==> src/include/wdi_pkg.sv <==
package wdi_pkg;
  // register offsets, byte addresses
  localparam logic [3:0] OFS_CLK_SEL = 4'h0;
  localparam logic [3:0] OFS_CTRL1   = 4'h4;
  localparam logic [3:0] OFS_CTRL2   = 4'h8;
  localparam logic [3:0] OFS_COUNT   = 4'hC;
  // guard_ctrl_one fields
  localparam int C1_CNT_MASK   = 7;
  localparam int C1_CNT_WEN    = 6;
  localparam int C1_UNLK_MASK  = 5;
  localparam int C1_UNLK       = 4;
  localparam int C1_RUN_MASK   = 3;
  localparam int C1_RUN        = 2;
  localparam int C1_RST_MASK   = 1;
  localparam int C1_RST        = 0;
  // guard_ctrl_two fields
  localparam int C2_WRAP       = 7;
  localparam int C2_MODE_MASK  = 6;
  localparam int C2_MODE       = 5;
  localparam int C2_IE_MASK    = 4;
  localparam int C2_IE         = 3;
  // reset values, counter wrap value and reserved read-back ones
  localparam logic [7:0] COUNT_RST   = 8'h00;
  localparam logic [3:0] CLK_SEL_RST = 4'h0;
  localparam logic [7:0] COUNT_MAX   = 8'hFF;
  localparam logic [7:0] RSVD_ONES   = 8'hFF;
  // timing counts
  localparam int PRE_W        = 13;
  localparam int PRE_MIN_LOG  = 6;
  localparam int OSC_DIV      = 2048;
  localparam int OSC_W        = 11;
  // operating modes
  typedef enum logic [0:0] {
    WDI_MODE_WATCHDOG = 1'b0,
    WDI_MODE_INTERVAL = 1'b1
  } wdi_mode_t;
endpackage : wdi_pkg

==> src/design/wdi_timer.sv <==
`timescale 1ns/100ps
`default_nettype none
module wdi_timer #(
  parameter int OSC_DIV = wdi_pkg::OSC_DIV
) (
  // clock and reset
  input  wire logic        mclk,
  input  wire logic        rst,
  // classic wishbone slave
  input  wire logic        wb_cyc_i,
  input  wire logic        wb_stb_i,
  input  wire logic        wb_we_i,
  input  wire logic [3:0]  wb_adr_i,
  input  wire logic [3:0]  wb_sel_i,
  input  wire logic [31:0] wb_dat_i,
  output logic      [31:0] wb_dat_o,
  output logic             wb_ack_o,
  // internal oscillator tick, one mclk wide
  input  wire logic        osc_tick_i,
  // system side
  output logic             irq_o,
  output logic             sys_reset_o
);

  initial begin
    if (OSC_DIV < 2 || OSC_DIV > 2 ** wdi_pkg::OSC_W) begin
      $error("wdi_timer: OSC_DIV out of range");
    end
  end

  // state
  logic [7:0]               count_r;
  logic [3:0]               clk_sel_r;
  logic                     cnt_wen_r;
  logic                     unlock_r;
  logic                     run_r;
  logic                     rst_stat_r;
  logic                     wrap_r;
  logic                     wrap_armed_r;
  wdi_pkg::wdi_mode_t       mode_r;
  logic                     irq_en_r;
  logic [wdi_pkg::PRE_W-1:0] pre_r;
  logic [wdi_pkg::OSC_W-1:0] osc_cnt_r;
  logic                     osc_div_tick_r;

  // bus decode
  logic       acc;
  logic       wr;
  logic       rd;
  logic [7:0] wd;
  logic       tick;
  logic       wrap_evt;

  assign acc = wb_cyc_i && wb_stb_i && wb_ack_o;
  assign wr  = acc && wb_we_i && wb_sel_i[0];
  assign rd  = acc && !wb_we_i;
  assign wd  = wb_dat_i[7:0];

  function automatic logic hit(input logic [3:0] adr, input logic [3:0] ofs);
    hit = (adr == ofs);
  endfunction : hit

  // prescaler tick select
  function automatic logic pre_tick(input logic [3:0] sel,
                                    input logic [wdi_pkg::PRE_W-1:0] pre,
                                    input logic osc);
    logic [wdi_pkg::PRE_W-1:0] m;
    m = '0;
    if (sel[3]) begin
      for (int i = 0; i < wdi_pkg::PRE_W; i++) begin
        m[i] = (i < wdi_pkg::PRE_MIN_LOG + int'(sel[2:0]));
      end
      pre_tick = ((pre & m) == m);
    end else begin
      pre_tick = osc;
    end
  endfunction : pre_tick

  assign tick     = run_r && pre_tick(clk_sel_r, pre_r, osc_div_tick_r);
  assign wrap_evt = tick && (count_r == wdi_pkg::COUNT_MAX);

  // free-running prescaler for divide 64..8192
  always_ff @(posedge mclk or posedge rst) begin
    if (rst) begin
      pre_r <= '0;
    end else begin
      pre_r <= pre_r + 1'b1;
    end
  end

  // oscillator divide by OSC_DIV
  always_ff @(posedge mclk or posedge rst) begin
    if (rst) begin
      osc_cnt_r      <= '0;
      osc_div_tick_r <= 1'b0;
    end else begin
      osc_div_tick_r <= 1'b0;
      if (osc_tick_i) begin
        if (osc_cnt_r == wdi_pkg::OSC_W'(OSC_DIV - 1)) begin
          osc_cnt_r      <= '0;
          osc_div_tick_r <= 1'b1;
        end else begin
          osc_cnt_r <= osc_cnt_r + 1'b1;
        end
      end
    end
  end

  // bus acknowledge, one wait cycle
  always_ff @(posedge mclk or posedge rst) begin
    if (rst) begin
      wb_ack_o <= 1'b0;
    end else begin
      wb_ack_o <= wb_cyc_i && wb_stb_i && !wb_ack_o;
    end
  end

  // read data, unmapped reads zero
  always_ff @(posedge mclk or posedge rst) begin
    if (rst) begin
      wb_dat_o <= '0;
    end else if (wb_cyc_i && wb_stb_i && !wb_ack_o && !wb_we_i) begin
      wb_dat_o <= '0;
      unique case (wb_adr_i)
        wdi_pkg::OFS_CLK_SEL: wb_dat_o[7:0] <= {wdi_pkg::RSVD_ONES[7:4], clk_sel_r};
        wdi_pkg::OFS_CTRL1:   wb_dat_o[7:0] <= {1'b1, cnt_wen_r, 1'b1, unlock_r,
                                                1'b1, run_r, 1'b1, rst_stat_r};
        wdi_pkg::OFS_CTRL2:   wb_dat_o[7:0] <= {wrap_r, 1'b1, mode_r, 1'b1, irq_en_r,
                                                wdi_pkg::RSVD_ONES[2:0]};
        wdi_pkg::OFS_COUNT:   wb_dat_o[7:0] <= count_r;
        default:              wb_dat_o      <= '0;
      endcase
    end
  end

  // counter
  always_ff @(posedge mclk or posedge rst) begin
    if (rst) begin
      count_r <= wdi_pkg::COUNT_RST;
    end else if (wr && hit(wb_adr_i, wdi_pkg::OFS_COUNT) && cnt_wen_r) begin
      count_r <= wd;
    end else if (tick) begin
      count_r <= count_r + 1'b1;
    end
  end

  // clock select
  always_ff @(posedge mclk or posedge rst) begin
    if (rst) begin
      clk_sel_r <= wdi_pkg::CLK_SEL_RST;
    end else if (wr && hit(wb_adr_i, wdi_pkg::OFS_CLK_SEL)) begin
      clk_sel_r <= wd[3:0];
    end
  end

  // first control register
  always_ff @(posedge mclk or posedge rst) begin
    if (rst) begin
      cnt_wen_r  <= 1'b0;
      unlock_r   <= 1'b0;
      run_r      <= 1'b0;
      rst_stat_r <= 1'b0;
    end else begin
      if (wr && hit(wb_adr_i, wdi_pkg::OFS_CTRL1)) begin
        if (!wd[wdi_pkg::C1_CNT_MASK]) begin
          cnt_wen_r <= wd[wdi_pkg::C1_CNT_WEN];
        end
        if (!wd[wdi_pkg::C1_UNLK_MASK]) begin
          unlock_r <= wd[wdi_pkg::C1_UNLK];
        end
        if (unlock_r && !wd[wdi_pkg::C1_RUN_MASK]) begin
          run_r <= wd[wdi_pkg::C1_RUN];
        end
        if (unlock_r && !wd[wdi_pkg::C1_RST_MASK] && !wd[wdi_pkg::C1_RST]) begin
          rst_stat_r <= 1'b0;
        end
      end
      if (sys_reset_o) begin
        rst_stat_r <= 1'b1;
      end
    end
  end

  // second control register, mode and enable
  always_ff @(posedge mclk or posedge rst) begin
    if (rst) begin
      mode_r   <= wdi_pkg::WDI_MODE_WATCHDOG;
      irq_en_r <= 1'b0;
    end else if (wr && hit(wb_adr_i, wdi_pkg::OFS_CTRL2)) begin
      if (!wd[wdi_pkg::C2_MODE_MASK]) begin
        mode_r <= wdi_pkg::wdi_mode_t'(wd[wdi_pkg::C2_MODE]);
      end
      if (!wd[wdi_pkg::C2_IE_MASK]) begin
        irq_en_r <= wd[wdi_pkg::C2_IE];
      end
    end
  end

  // wrap flag with read-then-write-zero clear
  always_ff @(posedge mclk or posedge rst) begin
    if (rst) begin
      wrap_r       <= 1'b0;
      wrap_armed_r <= 1'b0;
    end else begin
      if (rd && hit(wb_adr_i, wdi_pkg::OFS_CTRL2) && wrap_r) begin
        wrap_armed_r <= 1'b1;
      end
      if (wr && hit(wb_adr_i, wdi_pkg::OFS_CTRL2) && wrap_armed_r && !wd[wdi_pkg::C2_WRAP]) begin
        wrap_r       <= 1'b0;
        wrap_armed_r <= 1'b0;
      end
      if (sys_reset_o) begin
        wrap_r       <= 1'b0;
        wrap_armed_r <= 1'b0;
      end
      if (wrap_evt) begin
        wrap_r <= 1'b1;
      end
    end
  end

  // internal reset pulse and interrupt request
  always_ff @(posedge mclk or posedge rst) begin
    if (rst) begin
      sys_reset_o <= 1'b0;
      irq_o       <= 1'b0;
    end else begin
      sys_reset_o <= wrap_evt && (mode_r == wdi_pkg::WDI_MODE_WATCHDOG);
      irq_o       <= wrap_r && irq_en_r && (mode_r == wdi_pkg::WDI_MODE_INTERVAL);
    end
  end

endmodule : wdi_timer
`default_nettype wire

==> config.mk <==
export PLATFORM = sky130hd
export DESIGN_NAME = wdi_timer
export DESIGN_NICKNAME = d
export VERILOG_FILES = /design/src/include/wdi_pkg.sv /design/src/design/wdi_timer.sv
export SDC_FILE = /design/constraint.sdc
export NUM_CORES = 1
export LEC_CHECK = 0
export ABC_AREA = 1
export BUFFER_PORTS_ARGS = -buffer_cell sky130_fd_sc_hd__buf_4
export CAP_MARGIN = 25
export CORE_MARGIN = 4
export CORE_UTILIZATION = 25
export DETAILED_ROUTE_END_ITERATION = 12
export SYNTH_ARGS = -nofsm -noshare
export SYNTH_HDL_FRONTEND = slang
export SYNTH_SLANG_ARGS = --single-unit
==> constraint.sdc <==
create_clock -name mclk -period 1.8 [get_ports mclk]
set_input_delay 0.18 -clock mclk [delete_from_list [all_inputs] [get_ports mclk]]
set_output_delay 0.18 -clock mclk [all_outputs]
set_load 0.05 [all_outputs]
Word level (Yosys, flattened, before mapping):

Cells that the tools add are included.

* input port bits: 46
* bits in registers: 56
* word-level logic and storage cells: 104
* output and inout port bits: 35

* add/subtract/negate cells: 4
* mux-type cells: 16
* bitwise operators: 6
* eq/ne operators: 6
* reductions and logical operators: 42
* magnitude comparators: 13

Operator list (number)
* $lt 4x32->1 const A: 4
* $lt 5x32->1 const A: 4
* $lt 3x32->1 const A: 2
* $lt 1x32->1 const A: 1
* $lt 2x32->1 const A: 1
* $pmux 8 s4: 1
* $logic_and 1x1->1: 24
* $mux 8: 2
* $add 13x1->13 const B: 1
* $and 13x13->13: 1
* $eq 13x13->1: 1
* $mux 1: 12
* $reduce_and 2->1: 6
* $add 11x1->11 const B: 1
* $eq 11x11->1 const B: 1
* $mux 11: 1
* $add 8x1->8 const B: 1
* $eq 4x4->1 const B: 2
* $eq 8x8->1 const B: 1
* $logic_not 1->1: 6
* $reduce_bool 2->1: 3
* $reduce_bool 3->1: 2
* $not 1->1: 5
* $add 3x3->4 const A: 1
* other kinds (3): 3

Depth between registers and ports, before layout:

Gate-level depths: netlist of run 1.

* word-level depth: 10
* mapped depth: 13
* gate-level depth less buffers: 13

Least setup slack after synthesis of run 1:

No wires, ideal clock.

* path type: reg2reg
* start: register clk_sel_r[1]
* end: register count_r[5]
* cell stages (with the launch flop): 13
* slack: 0.013 ns
* arrival: 1.670 ns
* data required time: 1.683 ns
* path through: dfrtp_1 inv_2 ha_1 nand2_1 o21ai_0 nand2_1 nor2_1 nand3_1 nand2_1 nand2_2 buf_6 nand3_1 nand2_1

* cells in the longest elaborated chain, start to end: 7
* elaborated cells between the ends (all ways): 19
* those cells by class: add/sub (1); order compare (13); eq/ne (1); mux (1); bitwise (1); reduce/logical (2)

Ends and longest elaborated chain
* start: declaration: line wdi_timer.sv:33 `logic [3:0] clk_sel_r;`
* start signal: assignment: line wdi_timer.sv:150 `clk_sel_r <= wdi_pkg::CLK_SEL_RST;`
* start signal: assignment: line wdi_timer.sv:152 `clk_sel_r <= wd[3:0];`
* $add 3x3->4 (*): line wdi_timer.sv:71 `m[i] = (i < wdi_pkg::PRE_MIN_LOG + int'(sel[2:0]));`
* $lt 1x32->1 (tied with other cells): line wdi_timer.sv:71
* $and 13x13->13: line wdi_timer.sv:73 `pre_tick = ((pre & m) == m);`
* $eq 13x13->1 (*): line wdi_timer.sv:73
* $mux 1 (*): line wdi_timer.sv:69 `if (sel[3]) begin`
* $logic_and 1x1->1 (*): line wdi_timer.sv:79 `assign tick = run_r && pre_tick(clk_sel_r, pre_r, osc_div_tick_r);`
* $reduce_bool 2->1 (no source line) (*)
* end signal: assignment: line wdi_timer.sv:139 `count_r <= wdi_pkg::COUNT_RST;`
* end signal: assignment: line wdi_timer.sv:141 `count_r <= wd;`
* end signal: assignment: line wdi_timer.sv:143 `count_r <= count_r + 1'b1;`
* end: declaration: line wdi_timer.sv:32 `logic [7:0] count_r;`

Mark *: on every way between the ends. The rest lies on a longest branch, timed or not.
A chain may end at the register's enable or synchronous reset.

Worst setup path in the final report of run 1:

* start: register clk_sel_r[2]
* end: register sys_reset_o

* cells in the longest elaborated chain, start to end: 8
* elaborated cells between the ends (all ways): 20
* those cells by class: add/sub (1); order compare (13); eq/ne (1); mux (1); bitwise (1); reduce/logical (3)

Ends and longest elaborated chain
* $add 3x3->4 (*): line wdi_timer.sv:71
* $lt 1x32->1 (tied with other cells): line wdi_timer.sv:71
* $and 13x13->13: line wdi_timer.sv:73
* $eq 13x13->1 (*): line wdi_timer.sv:73
* $mux 1 (*): line wdi_timer.sv:69
* $logic_and 1x1->1 (*): line wdi_timer.sv:79
* $logic_and 1x1->1 (*): line wdi_timer.sv:80 `assign wrap_evt = tick && (count_r == wdi_pkg::COUNT_MAX);`
* $logic_and 1x1->1 (*): line wdi_timer.sv:228 `sys_reset_o <= wrap_evt && (mode_r == wdi_pkg::WDI_MODE_WATCHDOG);`
* end signal: assignment: line wdi_timer.sv:228
* end: declaration: line wdi_timer.sv:22 `output logic sys_reset_o`

Marked as above.

==> results of run 1 <==
cell usage in the layout (no fill, tap or decap), types with 4 or more instances in the layout:
cell type and n:
a21oi_1 6, buf_4 34, clkbuf_16 5, conb_1 24
dfrtp_1 56, ha_1 5, inv_1 47, inv_2 5
nand2_1 89, nand2_2 9, nand3_1 32, nand4_1 4
nor2_1 24, nor3_1 5, nor3_2 6, o21ai_0 25
xor2_1 16
logic make-up (layout without fill, tap and decap cells):
group / Yosys count / count (layout) / share of synthesized area [%]
buffers and inverters: 80 / 97 / 12.8
DFF: 56 / 56 / 43.7
adders and majority gates: 7 / 7 / 2.73
and+or+nand+nor: 184 / 185 / 26.8
xor gates and xnor gates: 18 / 18 / 4.92
other: 1 / 24 / 0.117
AOI/OAI and AO/OA: 48 / 48 / 8.91
per-layer routing:
metal,vias up,share of wire (%),global-route usage [%]
li1,1296,-,-
met1,1224,46,12.0
met2,41,48,14.9
met3,8,3.9,1.59
met4,0,1.6,3.08
met5,-,0,0
worst paths after layout:
kind	start	endpoint	slack [ps]	depth (start not counted)
max	clk_sel_r[2]	sys_reset_o	-20	11
min	wb_dat_i[5]	mode_r	110	3
max reg2reg	clk_sel_r[2]	sys_reset_o	-20	11
min reg2reg	mode_r	sys_reset_o	440	1
max in group asynchronous	rst	wb_dat_o[1]	1040	4
min in group asynchronous	rst	osc_cnt_r[7]	490	4
power groups by stage:
stage | clock [mW] | combinational (mW) | sequential, mW
after floorplan | 0 | 0.389 | 1.51
after global placement | 0 | 0.531 | 1.46
after detailed placement | 0 | 0.547 | 1.46
after CTS | 1.15 | 0.551 | 1.44
after global routing | 1.20 | 0.608 | 1.45
final | 1.12 | 0.548 | 1.44
layout make-up:
cell class | instances | area share, %
clock buffer | 5 | 3.27
clock inverter | 3 | 1.21
inverter | 52 | 5.10
multi-input combinational | 282 | 40.4
sequential | 56 | 36.6
tap | 172 | 5.63
timing repair buffer | 37 | 7.76
timing repair:
| action | in CTS | in global routing |
|---|---|---|
| endpoints found under the hold margin | 56 | 0 |
| gates resized for setup | 3 | 14 |
| buffers inserted | 0 | 1 |
| hold buffers | 1 | 0 |
| setup endpoints to repair | 9 | 10 |
| pin swaps | 0 | 7 |
| gates cloned | 0 | 1 |
synthesized netlist by cell type, drive strengths merged (3+ instances only):
| master | n |
|---|---|
| nand2 | 100 |
| dfrtp | 56 |
| inv | 52 |
| nand3 | 33 |
| o21ai | 29 |
| nor2 | 28 |
| buf | 27 |
| xor2 | 16 |
| nor3 | 11 |
| ha | 7 |
| a21oi | 6 |
| nand4 | 4 |
| nand3b | 3 |
| o22ai | 3 |
| or2 | 3 |
worst max-delay path, cell delays in order (launching register included):
cell and delay, ps:
dfrtp_1 390, inv_2 120, ha_2 230, nand2_4 60, o21bai_1 150, nand2_1 70, nor2_1 130, nand3_1 100
nand2_2 140, nand2_4 120, buf_6 150, nor3_2 90
sequential cells by signal, indices dropped and copies added (netlist names):
| name | flops |
|---|---|
| clk_sel_r | 4 |
| cnt_wen_r | 1 |
| count_r | 8 |
| irq_en_r | 1 |
| irq_o | 1 |
| mode_r | 1 |
| osc_cnt_r | 11 |
| osc_div_tick_r | 1 |
| pre_r | 13 |
| rst_stat_r | 1 |
| run_r | 1 |
| sys_reset_o | 1 |
| unlock_r | 1 |
| wb_ack_o | 1 |
| wb_dat_o | 8 |
| wrap_armed_r | 1 |
| wrap_r | 1 |
through the flow:
step / total power, mW / setup TNS [ps] / hold slack [ps] / utilization [%] / instance area (um2)
after floorplan: 1.90 / 0 / 299 / - / 3290
after global placement: 1.99 / -441 / 265 / 28.4 / 3570
after detailed placement: 2.01 / -836 / 272 / 28.4 / 3570
after CTS: 3.13 / 0 / 115 / 30.0 / 3760
after global routing: 3.26 / -1270 / 126 / 30.4 / 3820
final: 3.10 / -73.3 / 114 / 30.4 / 3820
==> flow_metrics.tcl, run 1 <==
set metrics [dict create \
    pin_count 81 \
    root_buffer "clkbuf_16" \
    grt_usage_pct 9.07 \
    skew_ps 5.17 \
    fin_crit_ps 1820 \
    seq_power_share_pct 46.3 \
    maxSlewViolCount 0 \
    wirelength_mm 6.81 \
    clkTransAtPathRegs_ps 70 \
    die_h_um 121 \
    dp_worst_setup_slack_ps -113 \
    startpoint_type "flip-flop" \
    cts_sinks 56 \
    power.clock.fraction_pct 36.1 \
    fillers 1315 \
    hpwlAfterDp_mm 5.13 \
    ys_ff_latch 56 \
    wl_per_cell_um 11.2 \
    yosysTopAreaCellShare_pct 43.8 \
    p_leak_nw 1.86 \
    required_ps 2020 \
    critPathMaxFanout 5 \
    antenna_cells 0 \
    p_per_area_mw_per_mm2 812 \
    fp.dieW_um 121 \
    grt_pass1_wl_mm 11.1 \
    switching_power_mw 0.928 \
    synth_edf_count 0 \
    avgSynthCellArea_um2 8.13 \
    outcome "complete, but fails checks" \
    ys_seq_area_share_pct 43.8 \
    min-delay-path-class "primary input to flip-flop" \
    finalCritPeriodShare_pct 101 \
    fmax_ghz 0.551 \
    async_reset_ff_share_pct 100 \
    start_util_pct 25.5 \
    grt_overflow_total 0 \
    syn_area_mm2 0.00320 \
    violations "negative setup slack" \
    rsz0062_at_grt "true" \
    switching_share_pct 29.9 \
    setup_slack_ps -16.3 \
    h-tree-depth 2 \
    finalHoldViolCount 0 \
    antenna_found_initial 0 \
    first_pass_iters 4 \
    intPower_mw 2.18 \
    clockBufferDepth 2 \
    drive_above_1_share_pct 18.4 \
    irDropWorstVdd_v 0.000350 \
    yosysTopAreaCell "dfrtp_1" \
    comb_power_share_pct 17.6 \
    viasPerCell 4.23 \
    cap_violations 0 \
    fin_cells 607 \
    vias 2569 \
    core-area_mm2 0.0126 \
    yosysWarnings 0 \
    ant_nets 0 \
    die_area_mm2 0.0147 \
    areaGrowthSynthToFinish_pct 19.4 \
    grt_pass1_vias 2455 \
    yosys_most_used_dff "dfrtp_1" \
    cp.arrival_ps 2030 \
    synthTopCellsByArea "dfrtp_1, nand2_1, buf_4, inv_1, nand3_1" \
    ys_types 38 \
    endpoint_kind "flip-flop" \
    worstSetupPathType "flip-flop to flip-flop" \
    clkLatencyLatePin_ps 290 \
    place_inst 596 \
    portBuffers 29 \
    rows 41 \
    layout.area.seq_mm2 0.00140 \
    drt_iter0_drc 215 \
    numCtsBuffers 5 \
    drc_errors 0 \
    cts_tree "done" \
    multiInputGateArea_mm2 0.00154 \
    grt_max_degree 57 \
    setup_viol 7 \
    place.gp.congestion 0.823 \
    synthCells 394 \
    num-nets-final 487 \
]
Power figures use the tool's default switching activity.
==> run 2, diff against run 1 <==
--- a/config.mk
+++ b/config.mk
@@ -9,8 +9,11 @@
 export BUFFER_PORTS_ARGS = -buffer_cell sky130_fd_sc_hd__buf_4
 export CAP_MARGIN = 25
 export CORE_MARGIN = 4
-export CORE_UTILIZATION = 25
+export CORE_UTILIZATION = 40
 export DETAILED_ROUTE_END_ITERATION = 12
+export HOLD_SLACK_MARGIN = 0.05
+export PLACE_DENSITY = 0.65
+export RECOVER_POWER = 100
 export SYNTH_ARGS = -nofsm -noshare
 export SYNTH_HDL_FRONTEND = slang
 export SYNTH_SLANG_ARGS = --single-unit
==> flow_metrics.tcl, run 2 (same netlist as run 1, synthesis figures left out) <==
set metrics [dict create \
    slowest_delay_ps 380 \
    die_h_um 97.5 \
    num-nets-final 487 \
    finish.utilization_pct 46.2 \
    cp.arrival_ps 1980 \
    clkTransAtPathRegs_ps 100 \
    finalCritPeriodShare_pct 95.5 \
    min-delay-path-class "primary input to flip-flop" \
    fp.dieW_um 97.5 \
    setup_viol 0 \
    drt-met1-wl_mm 3.23 \
    core-area_mm2 0.00777 \
    maxSlewViolCount 0 \
    cap_violations 0 \
    wirelength_mm 6.52 \
    grt_pass1_wl_mm 10.7 \
    numCtsBuffers 5 \
    rsz0062_at_grt "true" \
    antenna_cells 0 \
    irDropWorstVdd_v 0.000540 \
    crit_slowest_cell "dfrtp_1" \
    required_ps 2060 \
    slew_headroom_pct 49.4 \
    drc_errors 0 \
    clockBufferDepth 2 \
    grt_overflow_total 0 \
    drt_iter0_drc 101 \
    grt_pass1_vias 2290 \
    areaGrowthSynthToFinish_pct 12.1 \
    fmax_ghz 0.582 \
    root_buffer "clkbuf_8" \
    portBuffers 29 \
    finalHoldViolCount 0 \
    wl_met3_um 304 \
    h-tree-depth 2 \
    antenna_found_initial 0 \
    layout_common_cells "nand2_1, dfrtp_1, inv_1" \
    cts_sinks 56 \
    drive_above_1_share_pct 14.0 \
    crit_top_cell "nand2_1" \
    p_leak_nw 1.78 \
    startpoint_type "flip-flop" \
    die_area_mm2 0.00950 \
    hpwlAfterDp_mm 4.85 \
    first_pass_iters 4 \
    worst_pin_slew_ps 760 \
    outcome "complete, no violations" \
    worstSetupPathType "flip-flop to flip-flop" \
    viasPerCell 4.72 \
    clkLatencyLatePin_ps 310 \
    start_util_pct 41.2 \
    pin_count 81 \
    vias 2533 \
    routed.top_layer "met4" \
    critical_path.cell_chain "inv_2, ha_4, nand2_2, o21ai_1, nand2_1, nor2_1, nand3_1, nand2_2, nand2_4, nand2_8, nand2_1, nand2_1" \
    layout_commonest_cell "nand2_1" \
    wl_met2_mm 2.95 \
    reg_top3 "pre_r: 13 flops, osc_cnt_r: 11 flops" \
    p_per_area_mw_per_mm2 748 \
    ant_nets 0 \
    fin_crit_ps 1720 \
    endpoint_kind "flip-flop" \
    grt_usage_pct 13.4 \
    power_mw 2.68 \
    cts_tree "done" \
    rows 32 \
    largest_reg_flops 13 \
    critPathMaxFanout 8 \
    grt_max_degree 57 \
    place.gp.congestion 0.820 \
    wl_per_cell_um 12.1 \
    regMostFlops "pre_r" \
    skew_ps 6.79 \
]
run 2: changes by cell type in the layout (fill, tap and decap cells not counted), moves of 2 or more:
cell,previous run,this run
buf_4,34,23
clkbuf_1,0,11
clkbuf_8,0,6
clkbuf_16,5,0
nand2_1,89,93
nand2_2,9,5
nor3_1,5,8
nor3_2,6,3
clkbuf_4,0,2
run 2: metal layers:
metal / track usage, % / vias to the layer above
met4: 3.19 / 0
met3: 2.30 / 4
met2: 20.0 / 59
met5: 0 / -
li1: - / 1301
met1: 20.2 / 1169
run 2: through the flow:
stage,setup TNS [ps],hold slack [ps],instance area [um2],setup WS [ps],cells
floorplan,0,299,3290,13.0,417
detailed placement,-594,270,3480,-85.8,526
global route,-476,117,3590,-68.9,537
finish,0,90.3,3590,81.8,537
global placement,-445,267,3480,-62.7,526
CTS,0,86.6,3610,5.42,536
run 2: power breakdown:
group / switching, mW / total (mW) / internal, mW
clock: 0.417 / 0.730 / 0.312
sequential: 0.0762 / 1.43 / 1.35
combinational: 0.383 / 0.524 / 0.141
total: 0.877 / 2.68 / 1.81
run 2: layout make-up:
cell class	instances	area [um2]
Fill cell	764	4180
Multi-Input combinational cell	282	1530
Sequential cell	56	1400
Timing Repair Buffer	37	239
Inverter	52	195
Tap cell	102	128
Clock buffer	6	82.6
Clock inverter	2	15.0
run 2: critical path: cells and delay by family (launching register included):
family	cells	cell delay [ps]
AOI/OAI and AO/OA	1	110
adders and majority gates	1	310
buffers and inverters	1	90
DFF	1	380
and+or+nand+nor	9	780
run 2: path summary, 6_finish.rpt:
kind | from | endpoint | slack, ps | cells past startpoint
worst min-delay path | wb_dat_i[5] | mode_r | 90 | 3
max in group asynchronous | rst | wb_dat_o[0] | 640 | 4
min in group asynchronous | rst | pre_r[4] | 660 | 4
worst min register to register | mode_r | sys_reset_o | 440 | 1
worst max register to register | clk_sel_r[2] | count_r[3] | 80 | 12
worst max-delay path | clk_sel_r[2] | count_r[3] | 80 | 12
run 2: what timing repair did:
item                                   in CTS  in global routing
endpoints found under the hold margin      56                  0
gates resized for setup                     3                  9
setup buffers                               0                  1
hold buffers                                1                  0
cloned                                      1                  0
setup endpoints to repair                   8                 10
pin swaps                                   1                  7
